## config.mk

```make
export PLATFORM = sky130hd
export DESIGN_NAME = asc_control
export DESIGN_NICKNAME = d
export VERILOG_FILES = /design/src/core/asc_control.v
export VERILOG_INCLUDE_DIRS = /design/src /design/src/pkg
export SDC_FILE = /design/constraint.sdc
export NUM_CORES = 1
export LEC_CHECK = 0
export ABC_AREA = 1
export BUFFER_PORTS_ARGS = -buffer_cell sky130_fd_sc_hd__buf_2
export CELL_PAD_IN_SITES_DETAIL_PLACEMENT = 0
export CELL_PAD_IN_SITES_GLOBAL_PLACEMENT = 1
export CORE_ASPECT_RATIO = 0.5
export CORE_MARGIN = 10
export CORE_UTILIZATION = 39
export CTS_CLUSTER_DIAMETER = 60
export DETAILED_ROUTE_END_ITERATION = 12
export PLACE_DENSITY = 0.75
export SYNTH_ARGS = -nofsm -noshare
export SYNTH_HDL_FRONTEND = slang
export SYNTH_SLANG_ARGS = --single-unit
```

## constraint.sdc

```tcl
create_clock -name mclk -period 5.5 [get_ports mclk]
set_clock_uncertainty 0.2 [all_clocks]
set_input_delay 0.55 -clock mclk [delete_from_list [all_inputs] [get_ports mclk]]
set_output_delay 0.55 -clock mclk [all_outputs]
set_load 0.005 [all_outputs]
```

## src/pkg/asc_defs.vh

```
// register offsets, field positions, reset values and timing counts for the converter control
`ifndef ASC_DEFS_VH
`define ASC_DEFS_VH

// ****************************************************************
// register byte offsets
// ****************************************************************
`define ASC_OFF_CTRL_ONE      4'h0
`define ASC_OFF_CTRL_TWO      4'h4
`define ASC_OFF_CTRL_THREE    4'h8
`define ASC_OFF_STATUS        4'hc

// ****************************************************************
// control one fields
// ****************************************************************
`define ASC_C1_DONE           0
`define ASC_C1_SAMPLE         1
`define ASC_C1_AUTO           2
`define ASC_C1_SIM            3
`define ASC_C1_TRIG_LO        5
`define ASC_C1_TRIG_HI        7
`define ASC_C1_RES12          10
`define ASC_C1_ON             15
`define ASC_C1_WMASK          16'h84ec

// ****************************************************************
// control two fields
// ****************************************************************
`define ASC_C2_ALT            0
`define ASC_C2_SPLIT          1
`define ASC_C2_RATE_LO        2
`define ASC_C2_RATE_HI        5
`define ASC_C2_HALF           7
`define ASC_C2_CNT_LO         8
`define ASC_C2_CNT_HI         9
`define ASC_C2_SCAN           10
`define ASC_C2_REF_LO         13
`define ASC_C2_REF_HI         15
`define ASC_C2_WMASK          16'he73f

// ****************************************************************
// control three fields
// ****************************************************************
`define ASC_C3_DIV_LO         0
`define ASC_C3_DIV_HI         7
`define ASC_C3_SAMT_LO        8
`define ASC_C3_SAMT_HI        12
`define ASC_C3_RC             15
`define ASC_C3_WMASK          16'h9fff

// ****************************************************************
// reset values and codes
// ****************************************************************
`define ASC_RST_REG           16'h0000
`define ASC_TRIG_SOFT         3'h0
`define ASC_TRIG_EXT          3'h1
`define ASC_TRIG_TMR_A        3'h2
`define ASC_TRIG_TMR_B        3'h4
`define ASC_TRIG_COUNTER      3'h7
`define ASC_DIV_MAX           8'h3f
`define ASC_BITS_10           5'h0b
`define ASC_BITS_12           5'h0d

// ****************************************************************
// timing counts
// ****************************************************************
`define ASC_TCY_DIV           2'h3

`endif

```

## src/core/asc_control.v

```verilog
// converter sample and convert control with register slave
//
// The address map and the Avalon-MM slave port are this design's own decisions.
`timescale 1ns/1ns
// What this block does
// - simultaneous bit samples two or four together
// - twelve-bit mode hides simultaneous and count fields
// - auto-start resamples after last conversion
// - without auto-start, software write starts sampling
// - sample bit shows acquiring versus holding
// - soft trigger: writing zero starts conversion
// - other triggers clear sample bit themselves
// - done flag sets on completion only
// - software clears done, never sets it
// - done clears at each conversion start
// - reference field selects rails or externals
// - scan steps channel zero input in A
// - channel count picks one, two, four
// - buffer-half status shows half being filled
// - interrupt after every rate plus one operations
// - split buffer alternates halves per interrupt
// - alternate mode swaps A and B selections
// - clock source bit picks RC or system
// - auto sample time used only counter trigger
// - divider up to 63 gives period of divider plus one
// - divider ignored when RC clock chosen
// - trigger field selects sampling end source
// - resolution bit selects twelve or ten bits
`include "asc_defs.vh"

module asc_control (
   // clock and reset
   input  wire        mclk,
   input  wire        reset_n,
   // avalon-mm slave
   input  wire [3:0]  address,
   input  wire        read,
   input  wire        write,
   input  wire [31:0] writedata,
   output reg  [31:0] readdata,
   output wire        waitrequest,
   // trigger sources and rc clock tick
   input  wire        ext_trigger,
   input  wire        timer_a_match,
   input  wire        timer_b_match,
   input  wire        rc_clock_tick,
   // converter core side
   output reg         sh_sampling,
   output reg         conv_busy,
   output reg  [1:0]  sh_channel_active,
   output reg         sample_b_active,
   output reg         sim_sample_out,
   output reg         scan_step,
   output reg  [1:0]  ref_plus_ext,
   output reg         buffer_half_out,
   output reg         conv_irq,
   output reg         conv_clock_tick
);

// ****************************************************************
// state
// ****************************************************************
localparam ST_IDLE   = 2'h0;
localparam ST_SAMPLE = 2'h1;
localparam ST_CONV   = 2'h2;

reg [15:0] ctrl_one_reg;
reg [15:0] adc_control_two_reg;
reg [15:0] adc_control_three_reg;
reg [1:0]  state_reg;
reg [7:0]  tad_cnt_reg;
reg [4:0]  bit_cnt_reg;
reg [4:0]  acq_cnt_reg;
reg [1:0]  chan_reg;
reg [3:0]  rate_cnt_reg;
reg        ack_reg;
reg        ext_d_reg;
reg        alt_b_reg;

wire       res12       = ctrl_one_reg[`ASC_C1_RES12];
wire       mod_on      = ctrl_one_reg[`ASC_C1_ON];
wire       auto_start  = ctrl_one_reg[`ASC_C1_AUTO];
wire [2:0] trig_sel    = ctrl_one_reg[`ASC_C1_TRIG_HI:`ASC_C1_TRIG_LO];
wire       sim_sel     = ctrl_one_reg[`ASC_C1_SIM] & ~res12;
wire [1:0] chan_cnt    = res12 ? 2'h0 :
                         adc_control_two_reg[`ASC_C2_CNT_HI:`ASC_C2_CNT_LO];
wire [3:0] rate_sel    = adc_control_two_reg[`ASC_C2_RATE_HI:`ASC_C2_RATE_LO];
wire       split_mode  = adc_control_two_reg[`ASC_C2_SPLIT];
wire       alt_mode    = adc_control_two_reg[`ASC_C2_ALT];
wire [2:0] ref_sel     = adc_control_two_reg[`ASC_C2_REF_HI:`ASC_C2_REF_LO];
wire       rc_src      = adc_control_three_reg[`ASC_C3_RC];
wire [4:0] acq_time    = adc_control_three_reg[`ASC_C3_SAMT_HI:`ASC_C3_SAMT_LO];
wire [7:0] clk_div     = adc_control_three_reg[`ASC_C3_DIV_HI:`ASC_C3_DIV_LO];

// ****************************************************************
// helpers
// ****************************************************************
function [1:0] last_chan;
   input [1:0] cnt;
   begin
      last_chan = cnt[1] ? 2'h3 : (cnt[0] ? 2'h1 : 2'h0);
   end
endfunction

function [7:0] eff_div;
   input [7:0] d;
   begin
      eff_div = (d > `ASC_DIV_MAX) ? `ASC_DIV_MAX : d;
   end
endfunction

// ****************************************************************
// conversion clock: one tad every (min(divider,63)+1) instruction cycles, or one per rc_clock_tick when RC is chosen
// ****************************************************************
reg [1:0] tcy_cnt_reg;
wire      tcy_tick = (tcy_cnt_reg == `ASC_TCY_DIV);
wire      tad_tick = rc_src ? rc_clock_tick :
                     (tcy_tick && tad_cnt_reg == eff_div(clk_div));

always @(posedge mclk) begin
   if (!reset_n) begin
      tcy_cnt_reg     <= 2'h0;
      tad_cnt_reg     <= 8'h00;
      conv_clock_tick <= 1'b0;
   end else begin
      tcy_cnt_reg     <= tcy_cnt_reg + 2'h1;
      conv_clock_tick <= tad_tick;
      if (rc_src || tad_tick)
         tad_cnt_reg <= 8'h00;
      else if (tcy_tick)
         tad_cnt_reg <= tad_cnt_reg + 8'h01;
   end
end

// ****************************************************************
// trigger selection
// ****************************************************************
wire ext_edge = ext_trigger & ~ext_d_reg;
reg  hw_trig;
always @* begin
   case (trig_sel)
      `ASC_TRIG_EXT:     hw_trig = ext_edge;
      `ASC_TRIG_TMR_A:   hw_trig = timer_a_match;
      `ASC_TRIG_TMR_B:   hw_trig = timer_b_match;
      `ASC_TRIG_COUNTER: hw_trig = tad_tick && (acq_cnt_reg >= acq_time);
      default:           hw_trig = 1'b0;
   endcase
end

// ****************************************************************
// bus decode
// ****************************************************************
wire       wr_c1  = write && address == `ASC_OFF_CTRL_ONE;
wire       wr_c2  = write && address == `ASC_OFF_CTRL_TWO;
wire       wr_c3  = write && address == `ASC_OFF_CTRL_THREE;
wire [15:0] wd    = writedata[15:0];
wire       sw_acq_set    = wr_c1 && wd[`ASC_C1_SAMPLE] && !auto_start;
wire       sw_acq_clr    = wr_c1 && !wd[`ASC_C1_SAMPLE] && trig_sel == `ASC_TRIG_SOFT;
wire       sw_done_clr   = wr_c1 && !wd[`ASC_C1_DONE];

assign waitrequest = (read || write) && !ack_reg;

// ****************************************************************
// sequencer
// ****************************************************************
wire end_sample = (state_reg == ST_SAMPLE) &&
                  ((trig_sel == `ASC_TRIG_SOFT) ? sw_acq_clr : hw_trig);
wire conv_last  = (state_reg == ST_CONV) && tad_tick &&
                  bit_cnt_reg == (res12 ? `ASC_BITS_12 : `ASC_BITS_10);
wire seq_last   = conv_last && chan_reg == last_chan(chan_cnt);
wire rate_hit   = seq_last && rate_cnt_reg == rate_sel;

reg  [1:0] state_next;
always @* begin
   state_next = state_reg;
   case (state_reg)
      ST_IDLE:   if (mod_on && (auto_start || sw_acq_set))
                    state_next = ST_SAMPLE;
      ST_SAMPLE: if (end_sample)
                    state_next = ST_CONV;
      ST_CONV:   if (seq_last)
                    state_next = auto_start ? ST_SAMPLE : ST_IDLE;
                 else if (conv_last && !sim_sel)
                    state_next = ST_CONV;
      default:   state_next = ST_IDLE;
   endcase
   if (!mod_on)
      state_next = ST_IDLE;
end

always @(posedge mclk) begin
   if (!reset_n) begin
      state_reg    <= ST_IDLE;
      bit_cnt_reg  <= 5'h00;
      acq_cnt_reg  <= 5'h00;
      chan_reg     <= 2'h0;
      rate_cnt_reg <= 4'h0;
      alt_b_reg    <= 1'b0;
      ext_d_reg    <= 1'b0;
      ack_reg      <= 1'b0;
   end else begin
      state_reg <= state_next;
      ext_d_reg <= ext_trigger;
      ack_reg   <= (read || write) && !ack_reg;
      if (state_reg == ST_SAMPLE) begin
         if (tad_tick && acq_cnt_reg != 5'h1f)
            acq_cnt_reg <= acq_cnt_reg + 5'h01;
      end else
         acq_cnt_reg <= 5'h00;
      if (end_sample) begin
         bit_cnt_reg <= 5'h00;
         chan_reg    <= 2'h0;
      end else if (conv_last) begin
         bit_cnt_reg <= 5'h00;
         chan_reg    <= chan_reg + 2'h1; // sequential channel step
      end else if (state_reg == ST_CONV && tad_tick)
         bit_cnt_reg <= bit_cnt_reg + 5'h01;
      if (seq_last) begin
         rate_cnt_reg <= rate_hit ? 4'h0 : rate_cnt_reg + 4'h1;
         alt_b_reg    <= alt_mode ? ~alt_b_reg : 1'b0;
      end else if (!alt_mode)
         alt_b_reg <= 1'b0;
   end
end

// ****************************************************************
// registers
// ****************************************************************
wire sample_bit = (state_reg == ST_SAMPLE);

always @(posedge mclk) begin
   if (!reset_n) begin
      ctrl_one_reg          <= `ASC_RST_REG;
      adc_control_two_reg   <= `ASC_RST_REG;
      adc_control_three_reg <= `ASC_RST_REG;
   end else begin
      if (wr_c1)
         ctrl_one_reg <= (ctrl_one_reg & ~`ASC_C1_WMASK) | (wd & `ASC_C1_WMASK);
      if (wr_c3)
         adc_control_three_reg <= wd & `ASC_C3_WMASK;
      // done: set wins over software clear
      if (seq_last)
         ctrl_one_reg[`ASC_C1_DONE] <= 1'b1;
      else if (end_sample)
         ctrl_one_reg[`ASC_C1_DONE] <= 1'b0;
      else if (sw_done_clr)
         ctrl_one_reg[`ASC_C1_DONE] <= 1'b0;
      // buffer half kept out of write mask
      if (wr_c2)
         adc_control_two_reg <= (adc_control_two_reg & ~`ASC_C2_WMASK) |
                                (wd & `ASC_C2_WMASK);
      if (rate_hit)
         adc_control_two_reg[`ASC_C2_HALF] <= split_mode ?
            ~adc_control_two_reg[`ASC_C2_HALF] : 1'b0;
      else if (wr_c2 && !wd[`ASC_C2_SPLIT])
         adc_control_two_reg[`ASC_C2_HALF] <= 1'b0;
   end
end

// ****************************************************************
// read mux
// ****************************************************************
wire [15:0] c1_view = {ctrl_one_reg[15:4], sim_sel, ctrl_one_reg[`ASC_C1_AUTO],
                       sample_bit, ctrl_one_reg[`ASC_C1_DONE]};
wire [15:0] c2_view = {adc_control_two_reg[15:10], chan_cnt,
                       adc_control_two_reg[7:0]};
reg  [15:0] rd_mux;
always @* begin
   case (address)
      `ASC_OFF_CTRL_ONE:   rd_mux = c1_view;
      `ASC_OFF_CTRL_TWO:   rd_mux = c2_view;
      `ASC_OFF_CTRL_THREE: rd_mux = adc_control_three_reg;
      `ASC_OFF_STATUS:     rd_mux = {12'h000, alt_b_reg, chan_reg, conv_busy};
      default:             rd_mux = 16'h0000;
   endcase
end

always @(posedge mclk) begin
   if (!reset_n)
      readdata <= 32'h00000000;
   else if (read && !ack_reg)
      readdata <= {16'h0000, rd_mux};
end

// ****************************************************************
// converter core outputs
// ****************************************************************
always @(posedge mclk) begin
   if (!reset_n) begin
      sh_sampling       <= 1'b0;
      conv_busy         <= 1'b0;
      sh_channel_active <= 2'h0;
      sample_b_active   <= 1'b0;
      sim_sample_out    <= 1'b0;
      scan_step         <= 1'b0;
      ref_plus_ext      <= 2'h0;
      buffer_half_out   <= 1'b0;
      conv_irq          <= 1'b0;
   end else begin
      sh_sampling       <= (state_next == ST_SAMPLE);
      conv_busy         <= (state_next == ST_CONV);
      sh_channel_active <= chan_reg;
      sample_b_active   <= alt_b_reg;
      sim_sample_out    <= sim_sel && chan_cnt != 2'h0;
      scan_step         <= adc_control_two_reg[`ASC_C2_SCAN] && seq_last && !alt_b_reg;
      ref_plus_ext      <= ref_sel[2] ? 2'h0 : ref_sel[1:0];
      buffer_half_out   <= adc_control_two_reg[`ASC_C2_HALF];
      conv_irq          <= rate_hit;
   end
end

endmodule // asc_control

```

# Word-level counts from Yosys, hierarchy flattened
# Cells that the tools add are included.
[classes]
reduce_logical = 44
bitwise_logic = 9
n_eq_ne = 18
order_cmp = 2
mux = 28
n_addsub = 6
[op_table]
columns = ["op", "n"]
rows = [
  ["16-bit case mux with 4 select lines", 1],
  ["1-bit logical AND", 24],
  ["8-bit two-way mux", 2],
  ["13-bit by 16-bit OR with 16-bit output", 1],
  ["15-bit by 16-bit OR with 16-bit output", 1],
  ["1-bit two-way mux", 14],
  ["2-bit two-way mux", 7],
  ["5-bit by 1-bit adder with 5-bit output (second input constant)", 2],
  ["8-bit by 1-bit adder with 8-bit output (second input constant)", 1],
  ["4-bit equality test (second input constant)", 2],
  ["8-bit equality test", 1],
  ["8-bit by 6-bit > comparator with 1-bit output (second input constant)", 1],
  ["2-bit equality test (second input constant)", 3],
  ["3-bit equality test (second input constant)", 2],
  ["1-bit zero test", 6],
  ["2-bit case mux with 3 select lines", 1],
  ["2-bit OR reduction", 3],
  ["5-bit by 4-bit equality test with 1-bit output", 1],
  ["5-bit greater-or-equal comparator", 1],
  ["5-bit != test (second input constant)", 1],
  ["1-bit inverter", 5],
  ["2-bit by 1-bit adder with 2-bit output (second input constant)", 2],
  ["4-bit by 1-bit adder with 4-bit output (second input constant)", 1],
  ["2-bit by 1-bit equality test with 1-bit output (second input constant)", 2],
  ["other kinds (19)", 22],
]
[totals]
reg_bits = 105
inputBits = 44
wordCells = 133
output_inout_bits = 45

# Logic depth before layout (Yosys ltp)
[logic_depth]
depth_word = 13
mapped_depth = 16
depth_no_buf = 15

# Worst setup path after synthesis
# Ideal clock, no wire load.
[synth_timing]
path_type = "input-to-reg"
startpoint = "input address[1]"
endpoint = "register ctrl_one_reg[10]"
path_slack_ns = 3.396
path_buffers = 1
setup_time_ns = 0.127
required_time_ns = 5.173
cell_stages = 9
t_arrival_ns = 1.777
path_cell_list = "nor2_1 > inv_1 > nor3_2 > inv_1 > nor2_1 > inv_1 > clkbuf_1 > o21ai_0 > a21oi_1"
[synth_via]
elab_chain_cells = 2
[synth_rtl]
columns = ["element", "line_no", "rtl"]
rows = [
  ["from (decl)", "asc_control.v:36", "input wire [3:0] address,"],
  ["4-bit zero test", "--", ""],
  ["1-bit logical AND (no source line)", "--", ""],
  ["to (signal assigned)", "asc_control.v:233", "ctrl_one_reg <= `ASC_RST_REG;"],
  ["to (signal assigned)", "asc_control.v:238", "ctrl_one_reg <= (ctrl_one_reg & ~`ASC_C1_WMASK) | (wd & `ASC_C1_WMASK);"],
  ["to (decl)", "asc_control.v:67", "reg [15:0] ctrl_one_reg;"],
]
# No other way between the ends.
# A chain may end at the register's enable or synchronous reset.

# Worst setup path after layout
[layout_timing]
startpoint = "input address[1]"
endpoint = "register adc_control_three_reg[6]"
[layout_via]
elab_chain_cells = 2
[layout_rtl]
columns = ["element", "line_no", "rtl"]
rows = [
  ["4-bit equality test", "--", ""],
  ["1-bit logical AND (no source line)", "--", ""],
  ["to (signal assigned)", "asc_control.v:235", "adc_control_three_reg <= `ASC_RST_REG;"],
  ["to (signal assigned)", "asc_control.v:240", "adc_control_three_reg <= wd & `ASC_C3_WMASK;"],
  ["to (decl)", "asc_control.v:69", "reg [15:0] adc_control_three_reg;"],
]
# No other way between the ends.

==> results.toml <==
[die]
die_w_um = 167.5
die_h_um = 93.74
start_util_pct = 40.75
ioPinCount = 89
core-area_sq_mm = 0.01041
num_rows = 26
die-area_sq_mm = 0.01570

[pwr]
p_leak_uw = 0.002060
power_density_mw_per_mm2 = 285.6
peakVddDrop_mv = 0.1482

[worst_setup_path]
cp.arrival_ns = 2.51
crit_family = "simple AND/OR/NAND/NOR gates"
crit_path_end_kind = "register"
rrSetupSlack_ns = 3.03
critPathKind = "in2reg"
crit_chain = "buf_2 > nor2_1 > inv_1 > nor3_1 > nand2_1 > o21ai_0 > a21oi_1"
startpoint_type = "input port"
cp_num_buf_inv = 2
required_ns = 5.49
slowest_delay_ns = 0.65
path_max_fanout = 28
cpMaxStageDelayCell = "nand2_1"

[drt]
routed_wl_um = 11060
num_vias = 3608
via_per_inst = 4.792
drt_iter0_markers = 252
firstDrtPassIters = 5
drtAntennaViolNets = 0
drc = 0
wire_per_inst_um = 14.69

[timing]
tns_ns = 0
final.period_utilization_pct = 45.86
maxSlewViolCount = 0
worst_hold_slack_ns = 0.2064
grt_setup_unrepaired = "false"
hold_violations = 0
worst_slew_pin_slew_ns = 0.8717
fmax_mhz = 396.4
setup_violations = 0
min_period_ns = 2.522
slew_headroom_pct = 41.82

[finish]
largest_reg_flops = 16
drive_above_1_share_pct = 13.87
area_growth_pct = 14.28
nNetsFinal = 666
num-fill-cells = 1071
diodes = 0

[clocking]
cts_tree = "built"
clock_latency_ns = 0.34
cts_root_buffer = "clkbuf_16"
path_clk_slew_ns = 0.06
cts_buffers = 9
post-cts-setup-buffer-count = 0
cts_resized = 0
cts_hold_buf = 0
clock_path_buffers = 2
ctsHtreeMaxLevel = 3
cts_sinks = 94

[synth]
synth-warning-count = 0
synth_async_sr_flop_share_pct = 0
synthCells = 562
syn_avg_cell_area_sq_um = 7.547
synthesis.area_sq_mm = 0.004242
synth-seq-area-share_pct = 44.37
yosys.area.top_type = "dfxtp_1"
synthFlopType = "dfxtp_1"
synth.ff_latch_count = 94
synth_enable_flop_cells = 0
synth.area.top_cells = "dfxtp_1, nand2_1, a21oi_1, inv_1, o21ai_0"
synth.top_cell.area_share_pct = 44.37
yosysUniqueCellTypes = 39

[global_route]
gr-total-overflow = 0
track_usage_pct = 13.86
grt_max_degree = 51
grt_pass1_wl_um = 17790
grt_pass1_vias = 3503
antenna_found_initial = 0

[place]
hpwl_um = 8413
gp_congestion = 0.8074
portBuffers = 56

[outcome]
status = "finished, final reports clean"

[worst_hold_path]
hp-class = "in2reg"

[flow_run]
maxCapViolCount = 0
==> routing by layer <==
metal  up-vias  global-route usage (%)  routed length (um)
met5         -                       0                   0
met2        73                   21.49                4735
li1       1898                       -                   -
met4         0                   3.818                  44
met1      1635                   18.31                5630
met3         2                   4.177                 650
==> cells by family after synthesis <==
group                    share of synthesized area, %
AND/OR/NAND/NOR                                 20.97
AO/OA/AOI/OAI                                   17.08
buffers and inverters                           11.15
flip-flops                                      44.37
XOR/XNOR                                        3.097
adder cells (fa/ha/maj)                         3.245
other                                         0.08841
==> final timing paths <==
kind                             from                        to  depth (start not counted)
max reg2reg  adc_control_three_reg[6]            acq_cnt_reg[3]                         12
min                       ext_trigger                 ext_d_reg                          3
min reg2reg            tcy_cnt_reg[0]            tcy_cnt_reg[0]                          1
max                        address[1]  adc_control_three_reg[6]                          7
==> final cells by class <==
class	count	area, sq um	area share, %
clock buffer	11	242.7	5.008
clock inverter	2	35.03	0.7228
inverter	75	281.5	5.808
multi-input combinational	374	1943	40.09
sequential	94	1882	38.82
tap	140	175.2	3.614
timing repair buffer	57	287.8	5.937
==> worst reg2reg max path: stages, from the launching register on <==
cell	delay [ns]
dfxtp_1	0.31
nor2_2	0.39
nand2_1	0.13
nand2_1	0.08
nand2_1	0.05
nor2_1	0.09
nand2_1	0.09
o21ai_4	0.28
inv_1	0.16
nor2_2	0.23
nand4_1	0.14
o21ai_0	0.17
a21oi_1	0.06
==> placed cells by master, fill, tap and decap left out, drive strengths merged, types with 2 or more instances in the layout <==
cell type  count
o221ai         3
or2            4
nor2          55
clkbuf        11
nand3b         2
o21ai         53
buf           57
nor3b          2
xnor2          6
nand2         91
dfxtp         94
inv           75
nand4          8
conb          16
o22ai          9
nor3          12
a21oi         62
nand3         22
ha            11
xor2           9
==> stage by stage <==
stage / std cells / cell area [sq um] / worst slack, ns / total power, uW / utilization, %
global route: 753 / 4847 / 2.692 / 1434 / 46.56
finish: 753 / 4847 / 2.978 / 1384 / 46.56
global placement: 740 / 4569 / 2.678 / 796.8 / 43.89
detailed placement: 740 / 4569 / 2.663 / 797.1 / 43.89
CTS: 753 / 4847 / 2.945 / 1399 / 46.56
floorplan: 577 / 4298 / 3.396 / 773.0 / -
==> report_power, final <==
part | internal (uW) | switching [uW] | total, uW | leakage (uW)
clock network | 357 | 245 | 602 | 0.000137
logic | 26.5 | 59.3 | 85.8 | 0.00116
registers | 691 | 5.63 | 697 | 0.000760
total | 1070 | 310 | 1380 | 0.00206
==> synthesized netlist by cell type, types with 3 or more instances <==
library cell,instances
nand3_1,21
nor3_1,11
nand2_1,91
o22ai_1,9
inv_1,73
xnor2_1,6
ha_1,11
a21oi_1,61
o221ai_1,3
buf_4,17
nor2_2,5
nor2_1,49
nand4_1,7
xor2_1,9
o21ai_0,52
dfxtp_1,94
clkbuf_1,17
(Power assumes the default switching activity.)
